## config.mk

```make
export PLATFORM = sky130hd
export DESIGN_NAME = cmaos_bank
export DESIGN_NICKNAME = d
export VERILOG_FILES = /design/src/core/cmaos_pkg.sv /design/src/core/cmaos_bank.sv
export VERILOG_INCLUDE_DIRS = /design/src /design/src/core
export SDC_FILE = /design/constraint.sdc
export NUM_CORES = 1
export LEC_CHECK = 0
export ABC_AREA = 1
export CORE_ASPECT_RATIO = 1.75
export CORE_MARGIN = 2
export CORE_UTILIZATION = 60
export DETAILED_ROUTE_END_ITERATION = 7
export DONT_BUFFER_PORTS = 1
export PLACE_DENSITY = 0.86
export RECOVER_POWER = 50
export SLEW_MARGIN = 40
export SYNTH_ARGS = -nofsm -noshare
export SYNTH_HDL_FRONTEND = slang
export SYNTH_SLANG_ARGS = --single-unit
```

## constraint.sdc

```tcl
create_clock -name core_clk -period 1.63 [get_ports core_clk]
set_input_delay 0.0815 -clock core_clk [delete_from_list [all_inputs] [get_ports core_clk]]
set_output_delay 0.0815 -clock core_clk [all_outputs]
set_load 0.005 [all_outputs]
```

## src/core/cmaos_params.svh

```systemverilog
// Purpose: Offsets, field positions and reset values of the channel status bank
// Assumes: Byte-wide registers reached at their printed offsets
// Notes: Included by the bank and the bench
`ifndef CMAOS_PARAMS_SVH
`define CMAOS_PARAMS_SVH
`define CMAOS_ADDR_OFFS_HIGH 9'h04b
`define CMAOS_ADDR_OFFS_LOW 9'h04c
`define CMAOS_ADDR_ADJ_STAT 9'h04d
`define CMAOS_ADDR_OUT1_STAT 9'h053
`define CMAOS_ADDR_OUT2_STAT 9'h054
`define CMAOS_ADDR_OUT3_STAT 9'h055
`define CMAOS_HI_OVER_BIT 6
`define CMAOS_HI_RDY_EN_BIT 5
`define CMAOS_HI_RDY_BIT 4
`define CMAOS_ADJ_IE_BIT 3
`define CMAOS_ADJ_DONE_BIT 2
`define CMAOS_OC_SLOWIE_BIT 7
`define CMAOS_OC_SLOWF_BIT 6
`define CMAOS_OC_RSTIE_BIT 4
`define CMAOS_OC_RSTF_BIT 3
`define CMAOS_OC_HALTIE_BIT 2
`define CMAOS_OC_HALTF_BIT 1
`define CMAOS_ADJ_RESET 8'h84
`define CMAOS_NUM_OUT 3
`endif

```

## src/core/cmaos_pkg.sv

```systemverilog
// Purpose: Types shared by the channel status bank
// Assumes: Constants come from cmaos_params.svh
// Notes: Status inputs travel as packed structs
package cmaos_pkg;
	// Measurement engine report
	typedef struct packed {
		logic busy;
		logic done;
		logic overflow;
		logic [10:0] result;
	} cmaos_measure_t;
	// Phase adjust engine report
	typedef struct packed {
		logic armed;
		logic busy;
		logic done;
	} cmaos_adj_t;
	// One output clock path report
	typedef struct packed {
		logic slow_clock;
		logic halted;
		logic path_live;
	} cmaos_out_t;
	// Register port request
	typedef struct packed {
		logic wr;
		logic [8:0] addr;
		logic [7:0] wdata;
	} cmaos_req_t;
	// Bank read answer states
	typedef enum logic [1:0] {
		CMAOS_IDLE = 2'b01,
		CMAOS_ANSWER = 2'b10
	} cmaos_rd_state_t;
endpackage

```

## src/core/cmaos_bank.sv

```systemverilog
// Purpose: Measurement, phase adjust and output clock status registers
// Assumes: Engines report synchronously to core_clk; byte register port
// Notes: Sticky flags are write-one-to-clear; a set wins over a clear
`timescale 1ns/100ps
`include "cmaos_params.svh"

module cmaos_bank (
	input wire logic core_clk,
	input wire logic reset_n,
	input wire cmaos_pkg::cmaos_req_t req,
	input wire logic req_valid,
	output logic [7:0] rdata,
	output logic rdata_valid,
	input wire cmaos_pkg::cmaos_measure_t measure,
	input wire cmaos_pkg::cmaos_adj_t adj,
	input wire cmaos_pkg::cmaos_out_t [2:0] outs,
	input wire logic [2:0] slow_clock_status_en,
	output logic measure_summary,
	output logic adj_summary,
	output logic [2:0] out_summary
);
	import cmaos_pkg::*;

	localparam int N = `CMAOS_NUM_OUT;
	// Reset image of the adjust register; only its done bit is stored
	localparam logic [7:0] ADJ_RST = `CMAOS_ADJ_RESET;

	// Stored state
	logic [10:0] phase_offset_result_q;
	logic measure_overflow_flag_q;
	logic measure_ready_flag_q;
	logic measure_ready_irq_en_q;
	logic adjust_done_flag_q;
	logic adjust_done_irq_en_q;
	logic [N-1:0] slow_edge_flag_q;
	logic [N-1:0] slow_edge_irq_en_q;
	logic [N-1:0] restart_flag_q;
	logic [N-1:0] restart_irq_en_q;
	logic [N-1:0] halt_flag_q;
	logic [N-1:0] halt_irq_en_q;
	logic [N-1:0] slow_prev_q;
	logic [N-1:0] halted_prev_q;
	logic adj_done_prev_q;
	logic [7:0] rdata_d;
	cmaos_rd_state_t rd_state_q;

	// Address decode
	wire wr_en = req_valid & req.wr;
	wire rd_en = req_valid & ~req.wr;
	wire wr_high = wr_en & (req.addr == `CMAOS_ADDR_OFFS_HIGH);
	wire wr_adj = wr_en & (req.addr == `CMAOS_ADDR_ADJ_STAT);
	wire [N-1:0] wr_out;
	assign wr_out[0] = wr_en & (req.addr == `CMAOS_ADDR_OUT1_STAT);
	assign wr_out[1] = wr_en & (req.addr == `CMAOS_ADDR_OUT2_STAT);
	assign wr_out[2] = wr_en & (req.addr == `CMAOS_ADDR_OUT3_STAT);

	// Write-one-to-clear strobes
	wire clr_over = wr_high & req.wdata[`CMAOS_HI_OVER_BIT];
	wire clr_rdy = wr_high & req.wdata[`CMAOS_HI_RDY_BIT];
	wire clr_adj = wr_adj & req.wdata[`CMAOS_ADJ_DONE_BIT];

	// Event detection; done edge avoids relatching a held done level
	wire adj_done_evt = adj.done & ~adj_done_prev_q;
	wire [N-1:0] live;
	wire [N-1:0] slow_lvl;
	wire [N-1:0] halted_lvl;
	wire [N-1:0] slow_rise;
	wire [N-1:0] halt_evt;
	wire [N-1:0] resume_evt;
	genvar gi;
	generate
		for (gi = 0; gi < N; gi++) begin : g_evt
			assign live[gi] = outs[gi].path_live;
			assign slow_lvl[gi] = outs[gi].slow_clock;
			assign halted_lvl[gi] = live[gi] & outs[gi].halted;
			assign slow_rise[gi] = live[gi] & slow_lvl[gi] & ~slow_prev_q[gi];
			assign halt_evt[gi] = halted_lvl[gi] & ~halted_prev_q[gi];
			assign resume_evt[gi] = ~halted_lvl[gi] & halted_prev_q[gi];
		end
	endgenerate

	always_ff @(posedge core_clk or negedge reset_n) begin
		if (!reset_n) begin
			phase_offset_result_q <= 11'h000;
		end else if (measure.done) begin
			phase_offset_result_q <= measure.result;
		end
	end

	// overflow and ready stickies, set beats clear
	always_ff @(posedge core_clk or negedge reset_n) begin
		if (!reset_n) begin
			measure_overflow_flag_q <= 1'b0;
			measure_ready_flag_q <= 1'b0;
		end else begin
			measure_overflow_flag_q <= (measure.done & measure.overflow) |
				(measure_overflow_flag_q & ~clr_over);
			measure_ready_flag_q <= measure.done |
				(measure_ready_flag_q & ~clr_rdy);
		end
	end

	always_ff @(posedge core_clk or negedge reset_n) begin
		if (!reset_n) begin
			adjust_done_flag_q <= ADJ_RST[`CMAOS_ADJ_DONE_BIT];
			adj_done_prev_q <= 1'b0;
		end else begin
			adjust_done_flag_q <= adj_done_evt |
				(adjust_done_flag_q & ~clr_adj);
			adj_done_prev_q <= adj.done;
		end
	end

	always_ff @(posedge core_clk or negedge reset_n) begin
		if (!reset_n) begin
			measure_ready_irq_en_q <= 1'b0;
			adjust_done_irq_en_q <= 1'b0;
		end else begin
			if (wr_high) begin
				measure_ready_irq_en_q <= req.wdata[`CMAOS_HI_RDY_EN_BIT];
			end
			if (wr_adj) begin
				adjust_done_irq_en_q <= req.wdata[`CMAOS_ADJ_IE_BIT];
			end
		end
	end

	// Per-output stickies and enables
	generate
		for (gi = 0; gi < N; gi++) begin : g_out
			always_ff @(posedge core_clk or negedge reset_n) begin
				if (!reset_n) begin
					slow_edge_flag_q[gi] <= 1'b0;
					restart_flag_q[gi] <= 1'b0;
					halt_flag_q[gi] <= 1'b0;
					slow_prev_q[gi] <= 1'b0;
					halted_prev_q[gi] <= 1'b0;
					slow_edge_irq_en_q[gi] <= 1'b0;
					restart_irq_en_q[gi] <= 1'b0;
					halt_irq_en_q[gi] <= 1'b0;
				end else begin
					slow_edge_flag_q[gi] <= slow_rise[gi] | (slow_edge_flag_q[gi]
						& ~(wr_out[gi] & req.wdata[`CMAOS_OC_SLOWF_BIT]));
					restart_flag_q[gi] <= resume_evt[gi] | (restart_flag_q[gi]
						& ~(wr_out[gi] & req.wdata[`CMAOS_OC_RSTF_BIT]));
					halt_flag_q[gi] <= halt_evt[gi] | (halt_flag_q[gi]
						& ~(wr_out[gi] & req.wdata[`CMAOS_OC_HALTF_BIT]));
					slow_prev_q[gi] <= slow_lvl[gi];
					halted_prev_q[gi] <= halted_lvl[gi];
					if (wr_out[gi]) begin
						slow_edge_irq_en_q[gi] <= req.wdata[`CMAOS_OC_SLOWIE_BIT];
						restart_irq_en_q[gi] <= req.wdata[`CMAOS_OC_RSTIE_BIT];
						halt_irq_en_q[gi] <= req.wdata[`CMAOS_OC_HALTIE_BIT];
					end
				end
			end
		end
	endgenerate

	assign measure_summary = measure_ready_flag_q & measure_ready_irq_en_q;
	assign adj_summary = adjust_done_flag_q & adjust_done_irq_en_q;
	assign out_summary = (slow_edge_flag_q & slow_edge_irq_en_q) |
		(restart_flag_q & restart_irq_en_q) |
		(halt_flag_q & halt_irq_en_q);

	// Read images; busy, result split
	wire [7:0] img_high = {1'b0, measure_overflow_flag_q,
		measure_ready_irq_en_q, measure_ready_flag_q, measure.busy,
		phase_offset_result_q[10:8]};
	wire [7:0] img_low = phase_offset_result_q[7:0];
	// adjust busy, armed; bit 7 reads one as at reset
	wire [7:0] img_adj = {1'b1, 3'h0, adjust_done_irq_en_q,
		adjust_done_flag_q, adj.busy, adj.armed};
	wire [7:0] img_out [N];
	generate
		for (gi = 0; gi < N; gi++) begin : g_img
			// inverted slow level, halted cleared until live
			assign img_out[gi] = {slow_edge_irq_en_q[gi], slow_edge_flag_q[gi],
				slow_clock_status_en[gi] & ~slow_lvl[gi],
				restart_irq_en_q[gi], restart_flag_q[gi], halt_irq_en_q[gi],
				halt_flag_q[gi], halted_lvl[gi]};
		end
	endgenerate

	// Read multiplexer; unmapped addresses read zero
	always_comb begin
		case (req.addr)
			`CMAOS_ADDR_OFFS_HIGH: rdata_d = img_high;
			`CMAOS_ADDR_OFFS_LOW: rdata_d = img_low;
			`CMAOS_ADDR_ADJ_STAT: rdata_d = img_adj;
			`CMAOS_ADDR_OUT1_STAT: rdata_d = img_out[0];
			`CMAOS_ADDR_OUT2_STAT: rdata_d = img_out[1];
			`CMAOS_ADDR_OUT3_STAT: rdata_d = img_out[2];
			default: rdata_d = 8'h00;
		endcase
	end

	// Read answer one cycle after the request
	always_ff @(posedge core_clk or negedge reset_n) begin
		if (!reset_n) begin
			rdata <= 8'h00;
			rd_state_q <= CMAOS_IDLE;
		end else begin
			case (rd_state_q)
				CMAOS_IDLE: rd_state_q <= rd_en ? CMAOS_ANSWER : CMAOS_IDLE;
				CMAOS_ANSWER: rd_state_q <= rd_en ? CMAOS_ANSWER : CMAOS_IDLE;
				default: rd_state_q <= CMAOS_IDLE;
			endcase
			if (rd_en) begin
				rdata <= rdata_d;
			end
		end
	end
	assign rdata_valid = (rd_state_q == CMAOS_ANSWER);

	a_ready_sets: assert property (
		@(posedge core_clk) disable iff (!reset_n)
		measure.done |=> measure_ready_flag_q)
		else $error("ready flag missed a completion");
	a_over_sets: assert property (
		@(posedge core_clk) disable iff (!reset_n)
		measure.done && measure.overflow |=> measure_overflow_flag_q)
		else $error("overflow flag missed");
	a_ready_gate: assert property (
		@(posedge core_clk) disable iff (!reset_n)
		measure.done && measure_ready_irq_en_q && !wr_high
		|=> measure_summary)
		else $error("measurement summary missed");
	a_ready_clear: assert property (
		@(posedge core_clk) disable iff (!reset_n)
		clr_rdy && !measure.done |=> !measure_ready_flag_q)
		else $error("ready flag not cleared");
	// busy bit reads the live engine state
	a_busy_live: assert property (
		@(posedge core_clk) disable iff (!reset_n)
		rd_en && (req.addr == `CMAOS_ADDR_OFFS_HIGH)
		|=> rdata[3] == $past(measure.busy))
		else $error("busy bit wrong");
	a_done_clear: assert property (
		@(posedge core_clk) disable iff (!reset_n)
		clr_adj && !adj_done_evt |=> !adjust_done_flag_q)
		else $error("done flag not cleared");
	// done sets when the engine reports completion
	a_done_sets: assert property (
		@(posedge core_clk) disable iff (!reset_n)
		$rose(adj.done) |=> adjust_done_flag_q)
		else $error("done flag missed a completion");
	a_adj_raise: assert property (
		@(posedge core_clk) disable iff (!reset_n)
		adj_done_evt && adjust_done_irq_en_q && !wr_adj |=> adj_summary)
		else $error("adjust summary missed");
	a_adj_live: assert property (
		@(posedge core_clk) disable iff (!reset_n)
		rd_en && (req.addr == `CMAOS_ADDR_ADJ_STAT) |=>
		rdata[1] == $past(adj.busy) && rdata[0] == $past(adj.armed))
		else $error("adjust live bits wrong");
	a_slow_edge: assert property (
		@(posedge core_clk) disable iff (!reset_n)
		$rose(outs[0].slow_clock) && outs[0].path_live |=> slow_edge_flag_q[0])
		else $error("slow edge flag missed");
	// slow edge flag clears on write one
	a_slow_clear: assert property (
		@(posedge core_clk) disable iff (!reset_n)
		wr_out[0] && req.wdata[`CMAOS_OC_SLOWF_BIT] && !slow_rise[0]
		|=> !slow_edge_flag_q[0])
		else $error("slow edge flag not cleared");
	// slow level shown inverted while enabled
	a_slow_level: assert property (
		@(posedge core_clk) disable iff (!reset_n)
		rd_en && (req.addr == `CMAOS_ADDR_OUT1_STAT)
		&& slow_clock_status_en[0]
		|=> rdata[5] == !$past(outs[0].slow_clock))
		else $error("slow level bit wrong");
	a_halt_sets: assert property (
		@(posedge core_clk) disable iff (!reset_n)
		$rose(halted_lvl[1]) |=> halt_flag_q[1])
		else $error("halt flag missed");
	// halted bit reads stopped and live
	a_halted_live: assert property (
		@(posedge core_clk) disable iff (!reset_n)
		rd_en && (req.addr == `CMAOS_ADDR_OUT2_STAT) |=> rdata[0] ==
		($past(outs[1].halted) && $past(outs[1].path_live)))
		else $error("halted bit wrong");
	a_restart_sets: assert property (
		@(posedge core_clk) disable iff (!reset_n)
		$fell(halted_lvl[2]) |=> restart_flag_q[2])
		else $error("restart flag missed");
	a_out_raise: assert property (
		@(posedge core_clk) disable iff (!reset_n)
		resume_evt[2] && restart_irq_en_q[2] && !wr_out[2]
		|=> out_summary[2])
		else $error("output summary missed");
	a_result_hold: assert property (
		@(posedge core_clk) disable iff (!reset_n)
		!measure.done |=> $stable(phase_offset_result_q))
		else $error("result changed without completion");
	a_en_hold: assert property (
		@(posedge core_clk) disable iff (!reset_n)
		!wr_adj |=> $stable(adjust_done_irq_en_q))
		else $error("adjust enable changed without write");
endmodule // cmaos_bank

```

* Word-level counts from Yosys, hierarchy flattened *
Cells that the tools add are included.

storage, ports and cells
  memory bits (read-only) = 0
  bits in writable memories = 0
  memories kept = 0
  bits in latches = 0
  output and inout port bits = 14
  flip-flop bits (word level) = 51

cells by class
  muxes and demuxes = 3
  bitwise logic cells = 96
  order comparisons = 0
  add/sub/neg operators = 0
  reduce and logical (&&, ||, !) cells = 1
  div/mod/pow operators = 0
  eq/ne operators = 8
  shift operators = 0
  multipliers = 0

operators with widths
  kind                                           number
  == test 9 x 7 -> 1 bit, second input constant  6
  bitwise AND 1 bit                              53
  one-hot mux 8 bit (6 select lines)             1
  NOT 1 bit                                      26
  bitwise OR 1 bit                               12
  bitwise AND 3 bit                              3
  bitwise OR 3 bit                               2
  2-to-1 mux 2 bit                               2
  == test 2 x 1 -> 1 bit, second input constant  1
  == test 2 bit, second input constant           1
  OR reduction 2 bit                             1

* Logic depth before layout (Yosys ltp) *
Gate-level depths: netlist of run 1.

  word-level depth = 6
  depth in mapped cells = 9
  gate-level depth less buffers = 9

* Least setup slack after synthesis of run 1 *
Ideal clock, no wire load.

  kind = reg-to-reg
  start point = reg rd_state_q[0]
  end point = reg rd_state_q[0]
  setup slack = 0.601 ns
  cell stages (with the launch flop) = 5
  clock period less this slack = 1.029 ns
  arrival time = 0.953 ns
  buffers on the path = 0
  cell sequence = dfstp_2 inv_1 ha_1 nor2_1 inv_1

on the way
  cells in the longest elaborated chain, start to end = 3
  elaborated cells on any way between the ends = 4
  classes of those cells = eq/ne: 2; mux: 1; reduce/logical: 1

RTL lines
  element                                                         RTL line           text
  start: declaration                                              cmaos_bank.sv:45   cmaos_rd_state_t rd_state_q;
  start signal: assignment                                        cmaos_bank.sv:205  CMAOS_IDLE: rd_state_q <= rd_en ? CMAOS_ANSWER : CMAOS_IDLE;
  start signal: assignment                                        cmaos_bank.sv:206  CMAOS_ANSWER: rd_state_q <= rd_en ? CMAOS_ANSWER : CMAOS_IDLE;
  == test 2 bit / == test 2 x 1 -> 1 bit (equally long branches)  cmaos_bank.sv:204  case (rd_state_q)
  OR reduction 2 bit (no line) (*)                                --
  2-to-1 mux 2 bit (*)                                            --

Mark *: on every way between the ends. The rest lies on a longest branch, timed or not.
A chain may end at the register's enable or synchronous reset.

* Final worst setup path of run 1 *
  start point = in measure[12] (netlist bit)
  end point = reg phase_offset_result_q[0]

RTL lines
  element                 RTL line          text
  start: declaration      cmaos_bank.sv:14  input wire cmaos_pkg::cmaos_measure_t measure,
  end signal: assignment  cmaos_bank.sv:86  phase_offset_result_q <= measure.result;
  end: declaration        cmaos_bank.sv:29  logic [10:0] phase_offset_result_q;

No word-level cell between the ends.

==> results of run 1 <==
==> layer usage <==
| metal | share of wire | up-vias |
|---|---|---|
| li1 | - | 1114 |
| met4 | 0.054 | 0 |
| met2 | 0.54 | 86 |
| met3 | 0.054 | 25 |
| met1 | 0.36 | 1079 |
| met5 | 0 | - |
==> logic make-up after synthesis <==
kind of cell	count (synthesis)
compound gates	32
fa+ha+maj	1
buf+inv	42
flops	51
simple gates	207
==> state kept, by name (all words and copies together), names as in the netlist <==
register and cells:
img_out 12, measure_ready_flag_q 1, halted_prev_q 3, halt_irq_en_q 3, measure_ready_irq_en_q 1, measure_overflow_flag_q 1, rdata 8, phase_offset_result_q 11
adj_done_prev_q 1, adjust_done_flag_q 1, adjust_done_irq_en_q 1, halt_flag_q 3, rd_state_q 2, slow_prev_q 3
==> power groups by stage <==
stage / registers (mW) / logic [mW] / clock network (mW)
2_1_floorplan: 1.37 / 0.125 / 0
3_3_place_gp: 1.38 / 0.145 / 0
3_5_place_dp: 1.38 / 0.151 / 0
4_1_cts: 1.36 / 0.246 / 0.918
5_1_grt: 1.36 / 0.272 / 0.979
6_report: 1.36 / 0.241 / 0.912
==> final timing paths <==
check | end | depth (start not counted)
hold reg to reg | adjust_done_flag_q | 1
setup / recovery | phase_offset_result_q[0] | 3
setup reg to reg | phase_offset_result_q[0] | 3
hold / removal | measure_ready_flag_q | 2
min in group asynchronous | img_out[6] | 2
max in group asynchronous | phase_offset_result_q[10] | 2
==> layout make-up <==
| class | instances | area share |
|---|---|---|
| sequential | 51 | 0.430 |
| multi-input combinational | 240 | 0.368 |
| timing repair buffer | 29 | 0.0951 |
| inverter | 37 | 0.0467 |
| clock buffer | 6 | 0.0278 |
| tap | 49 | 0.0206 |
| clock inverter | 2 | 0.0118 |
==> placed cells by master, fill, tap and decap left out, types with 2 or more instances in the layout <==
master,instances
sky130_fd_sc_hd__a21oi_1,5
sky130_fd_sc_hd__clkbuf_8,6
sky130_fd_sc_hd__clkinv_1,3
sky130_fd_sc_hd__dfrtp_1,49
sky130_fd_sc_hd__dfstp_2,2
sky130_fd_sc_hd__dlygate4sd3_1,27
sky130_fd_sc_hd__inv_1,30
sky130_fd_sc_hd__inv_2,4
sky130_fd_sc_hd__nand2_1,118
sky130_fd_sc_hd__nand3_1,48
sky130_fd_sc_hd__nand3_2,4
sky130_fd_sc_hd__nor2_1,28
sky130_fd_sc_hd__nor2_2,3
sky130_fd_sc_hd__nor2_4,4
sky130_fd_sc_hd__o21ai_0,7
sky130_fd_sc_hd__o21ai_1,19
==> worst register-to-register path, delay by kind of cell, from the launching register on <==
family	cells	cell delay, ps
AOI/OAI and AO/OA	1	100
buffers and inverters	2	670
DFF	1	360
==> metrics by stage <==
step                utilization  instance area (sq um)  setup WS, ps  instances  power (mW)
finish                    0.723                   2970           103        414        2.51
global route              0.723                   2970          46.6        414        2.61
CTS                       0.729                   3000           211        414        2.52
detailed placement        0.628                   2580           437        378        1.53
global placement          0.628                   2580           478        378        1.52
floorplan                     -                   2550           601        333        1.49
==> cells in the mapped netlist <==
| cell type | number | share of area |
|---|---|---|
| sky130_fd_sc_hd__a21oi_1 | 5 | 0.0098 |
| sky130_fd_sc_hd__buf_2 | 1 | 0.0020 |
| sky130_fd_sc_hd__buf_6 | 3 | 0.013 |
| sky130_fd_sc_hd__clkbuf_1 | 1 | 0.0015 |
| sky130_fd_sc_hd__clkinv_1 | 3 | 0.0044 |
| sky130_fd_sc_hd__dfrtp_1 | 49 | 0.48 |
| sky130_fd_sc_hd__dfstp_2 | 2 | 0.021 |
| sky130_fd_sc_hd__ha_1 | 1 | 0.0049 |
| sky130_fd_sc_hd__inv_1 | 30 | 0.044 |
| sky130_fd_sc_hd__inv_2 | 4 | 0.0059 |
| sky130_fd_sc_hd__nand2_1 | 118 | 0.17 |
| sky130_fd_sc_hd__nand2_2 | 1 | 0.0025 |
| sky130_fd_sc_hd__nand3_1 | 48 | 0.094 |
| sky130_fd_sc_hd__nand3_2 | 4 | 0.016 |
| sky130_fd_sc_hd__nor2_1 | 28 | 0.041 |
| sky130_fd_sc_hd__nor2_2 | 3 | 0.0074 |
| sky130_fd_sc_hd__nor2_4 | 4 | 0.018 |
| sky130_fd_sc_hd__nor2_8 | 1 | 0.0078 |
| sky130_fd_sc_hd__o21ai_0 | 7 | 0.014 |
| sky130_fd_sc_hd__o21ai_1 | 19 | 0.037 |
| sky130_fd_sc_hd__o21bai_1 | 1 | 0.0029 |
==> impl_metrics.tcl, run 1 <==
set metrics [dict create \
    synth_xor_area_frac 0 \
    power_switching_mw 0.597 \
    timing.critical_path.max_delay_family "buffers and inverters" \
    cts_root_buffer "sky130_fd_sc_hd__clkbuf_8" \
    gr-usage-met1 0.329 \
    crit_top_cell "sky130_fd_sc_hd__dlygate4sd3_1" \
    port-buffer-count 0 \
    first_global_vias 2318 \
    synth_net_count 384 \
    timing.hold.worst.start "measure[12]" \
    ctsLongestPathBuffers 2 \
    p_seq_frac 0.541 \
    initial_utilization 0.621 \
    dr_total_vias 2304 \
    critical-path-max-stage-delay_ps 820 \
    route.antenna.remaining_nets 0 \
    synth_top_family_by_area "simple AND/OR/NAND/NOR gates" \
    timing.hold.worst.class "in -> reg" \
    initial_antenna_violation_count 0 \
    post-cts-setup-buffers 0 \
    die_height_microns 90.3 \
    crit_path_max_fanout 15 \
    yosys.area_share.simple 0.360 \
    place.gp.congestion 0.908 \
    layout_worst_path_cycle_share 0.937 \
    postRouteWirelength_microns 6430 \
    synth_compound_area_frac 0.0637 \
    groute.usage.overall 0.300 \
    power_density_mw_per_mm2 844 \
    fin_nets 415 \
    worst-r2r-setup-slack_ps 380 \
    power.leakage_nw 1.51 \
    diodes 0 \
    worst-slew-pin-transition_ps 1240 \
    clkPwrFrac 0.363 \
    grt_start_max_net_pins 52 \
    detail_route.first_pass.iterations 4 \
    required_ps 1810 \
    report.final.hold_viol_count 0 \
    critPathCaptureType "register" \
    dpl_hpwl_microns 4520 \
    max_clock_freq_mhz 655 \
    postSynthRegisterBits 51 \
    clkTransAtPathRegs_ps 80 \
    power.share.switching 0.238 \
    min_period_ps 1530 \
    max_cap_violations 0 \
    grt_util_met3 0.0546 \
    startpoint "measure[12]" \
    critPathBufInv 2 \
    final.setup.tns_ps 0 \
    synth_fa_ha_area_frac 0.00490 \
    fillers 349 \
    synthCells 333 \
    drtIter0Drc 64 \
    fp.coreArea_sq_mm 0.00411 \
    vdd_ir_drop_max_mv 0.798 \
    finalHoldWorstSlack_ps 17.3 \
    crit-reg2reg-launch "phase_offset_result_q[0]" \
    route.detailed.drc 0 \
    slowest_stage "sky130_fd_sc_hd__dlygate4sd3_1" \
    timing.setup.critical_path_class "in -> reg" \
    die_width_microns 53.3 \
    area_growth_syn_to_layout_pct 16.4 \
    slew_headroom 0.176 \
    h_tree_level_count 2 \
    yosysWarnings 0 \
    avgRoutedWirePerCell_microns 15.5 \
    boundaryPins 64 \
    global_route.usage.met2 0.510 \
    area.sequential_sq_mm 0.00128 \
    outcome "completed" \
    rsz0062_at_grt "false" \
    startpoint_type "input port" \
    synth.yosys.seq_area_share 0.501 \
    syn_area_per_cell_sq_um 7.67 \
    post_route_cells_drive_above_1_share 0.0795 \
    fp.dieArea_sq_mm 0.00481 \
    grt_pass1_wl_microns 10500 \
    post_synth_num_cell_types 21 \
    netlist_area_sq_mm 0.00255 \
    placementRows 31 \
    post_cts_resized 0 \
    internal_power_mw 1.91 \
    clk_latency_ps 310 \
    comb_pwr_share 0.096 \
    route.detailed.vias_per_inst 5.57 \
    post_synth_mux_area_share 0 \
    grt_most_used_layer "met2" \
    gr-total-overflow 0 \
    setup_violations 0 \
    hold_buffers 28 \
    cts_tree "done" \
    numClockSinks 51 \
    cts_buffers 5 \
    cp_data_arrival_time_ps 1710 \
    timing_max_transition_violations_final 0 \
    finClkSkew_ps 10.4 \
    timing.critical_path.cells "dlygate4sd3_1 > o21ai_0 > dlygate4sd3_1" \
    multi_input_logic_area_sq_mm 0.00109 \
]
Note: power is estimated with default switching activity, not from simulation.
==> inputs of run 2 (changes only) <==
--- a/config.mk
+++ b/config.mk
@@ -9,10 +9,10 @@
 export ABC_AREA = 1
 export CORE_ASPECT_RATIO = 1.75
 export CORE_MARGIN = 2
-export CORE_UTILIZATION = 60
+export CORE_UTILIZATION = 62
 export DETAILED_ROUTE_END_ITERATION = 7
 export DONT_BUFFER_PORTS = 1
-export PLACE_DENSITY = 0.86
+export PLACE_DENSITY = 0.88
 export RECOVER_POWER = 50
 export SLEW_MARGIN = 40
 export SYNTH_ARGS = -nofsm -noshare
==> constraint.sdc (replaced) <==
create_clock -name core_clk -period 1.5 [get_ports core_clk]
set_input_delay 0.075 -clock core_clk [delete_from_list [all_inputs] [get_ports core_clk]]
set_output_delay 0.075 -clock core_clk [all_outputs]
set_load 0.005 [all_outputs]
==> run 2 against run 1 <==
Wire length up 3.0%; clock skew is 6.1 ps lower; sequential share of layout area unchanged; non-clock buffer count rose by 1; sequential power increased by 8%.
==> impl_metrics.tcl, run 2 (same netlist as run 1, synthesis figures left out) <==
set metrics [dict create \
    fin_nets 416 \
    drtIter0Drc 131 \
    most-common-layout-cells "118 x sky130_fd_sc_hd__nand2_1, 49 x sky130_fd_sc_hd__dfrtp_1, 48 x sky130_fd_sc_hd__nand3_1" \
    setup_violations 0 \
    power_mw 2.51 \
    startpoint_type "register" \
    drt-met1-wl_microns 2260 \
    first_global_vias 2367 \
    route.detailed.vias_per_inst 5.75 \
    timing.setup.critical_path_class "reg -> reg" \
    die_height_microns 88.9 \
    clkTransAtPathRegs_ps 90 \
    area_growth_syn_to_layout_pct 16.4 \
    power_density_mw_per_mm2 843 \
    largest_register_ffs 12 \
    post_route_cells_drive_above_1_share 0.0792 \
    cts_root_buffer "sky130_fd_sc_hd__clkbuf_8" \
    layout_commonest_cell "sky130_fd_sc_hd__nand2_1" \
    route.antenna.remaining_nets 0 \
    power.leakage_nw 1.52 \
    gr-total-overflow 0 \
    rsz0062_at_grt "false" \
    post-cts-setup-buffers 0 \
    routed_wl_met2_microns 3470 \
    critPathCaptureType "register" \
    crit_path_max_fanout 2 \
    worst-r2r-setup-slack_ps 230 \
    numClockSinks 51 \
    avgRoutedWirePerCell_microns 16.0 \
    timing.hold.worst.class "in -> reg" \
    cp_data_arrival_time_ps 1460 \
    post_dp_cell_area_sq_mm 0.00258 \
    grt_start_max_net_pins 52 \
    slew_headroom 0.657 \
    clk_latency_ps 300 \
    max_clock_freq_mhz 788 \
    highest-signal-layer "met4" \
    port-buffer-count 0 \
    timing_max_transition_violations_final 0 \
    fin_area_sq_mm 0.00297 \
    fp.coreArea_sq_mm 0.00390 \
    place.gp.congestion 0.898 \
    initial_utilization 0.654 \
    final.setup.tns_ps 0 \
    postRouteWirelength_microns 6620 \
    min_period_ps 1270 \
    cts_tree "done" \
    ctsLongestPathBuffers 2 \
    detail_route.first_pass.iterations 4 \
    fp.dieArea_sq_mm 0.00467 \
    vdd_ir_drop_max_mv 0.679 \
    diodes 0 \
    initial_antenna_violation_count 0 \
    placementRows 30 \
    route.detailed.drc 0 \
    routed_length_on_met3_microns 429 \
    max_cap_violations 0 \
    grt_pass1_wl_microns 10600 \
    dpl_hpwl_microns 4560 \
    report.final.hold_viol_count 0 \
    outcome "completed" \
    required_ps 1690 \
    h_tree_level_count 2 \
    die_width_microns 52.5 \
    fillers 281 \
    dr_total_vias 2382 \
    cts_buffers 5 \
    worst-slew-pin-transition_ps 514 \
    layout_worst_path_cycle_share 0.846 \
    finClkSkew_ps 4.37 \
    boundaryPins 64 \
    groute.usage.overall 0.313 \
]
## run 2: cell count changes in the layout (fill, tap and decap cells not counted)
cell                             delta
sky130_fd_sc_hd__buf_16             +1
sky130_fd_sc_hd__bufinv_16          -1
sky130_fd_sc_hd__dlymetal6s4s_1     +1
sky130_fd_sc_hd__clkbuf_2           -1
sky130_fd_sc_hd__clkinv_2           +2
sky130_fd_sc_hd__clkbuf_8           -1
## run 2: final timing paths
check / cells after the start / start / to
max: 3 / phase_offset_result_q[10] / phase_offset_result_q[10]
min: 2 / req[3] / adjust_done_irq_en_q
max reg2reg: 3 / phase_offset_result_q[10] / phase_offset_result_q[10]
min reg2reg: 1 / adj_done_prev_q / adjust_done_flag_q
max in group asynchronous: 2 / reset_n / adjust_done_flag_q
min in group asynchronous: 2 / reset_n / slow_prev_q[2]
## run 2: per-layer routing
metal,vias to the layer above,global-route usage
li1,1118,-
met1,1112,0.333
met2,120,0.535
met3,32,0.0635
met4,0,0.226
met5,-,0
## run 2: worst max-delay path, cell delays in order, from the launching register on
cell                            delay [ps]
sky130_fd_sc_hd__dfrtp_1               370
sky130_fd_sc_hd__inv_1                 110
sky130_fd_sc_hd__o21ai_0               100
sky130_fd_sc_hd__dlygate4sd3_1         590
## run 2: what timing repair did
item / in CTS / in global routing
resized for setup: 0 / 1
hold buffers: 28 / 1
endpoints found under the hold margin: 88 / 1
setup endpoints to repair: 0 / 1
## run 2: area by class of cell
cell class,instances,area (sq um),area share
Sequential cell,51,1280,0.430
Multi-Input combinational cell,240,1090,0.368
Timing Repair Buffer,30,318,0.107
Inverter,37,139,0.0467
Clock buffer,5,68.8,0.0231
Tap cell,48,60.1,0.0202
Clock inverter,3,15.0,0.00505
## run 2: stage by stage
step	util	setup slack [ps]	cells	hold slack [ps]
floorplan	-	471	333	-221
global placement	0.661	361	377	-219
detailed placement	0.661	316	377	-219
CTS	0.758	59.9	413	10.9
global route	0.762	186	414	81.7
finish	0.762	231	414	58.0
## run 2: where the power goes
group | internal [mW] | switching, mW
clock | 0.320 | 0.437
sequential | 1.44 | 0.0363
combinational | 0.109 | 0.166
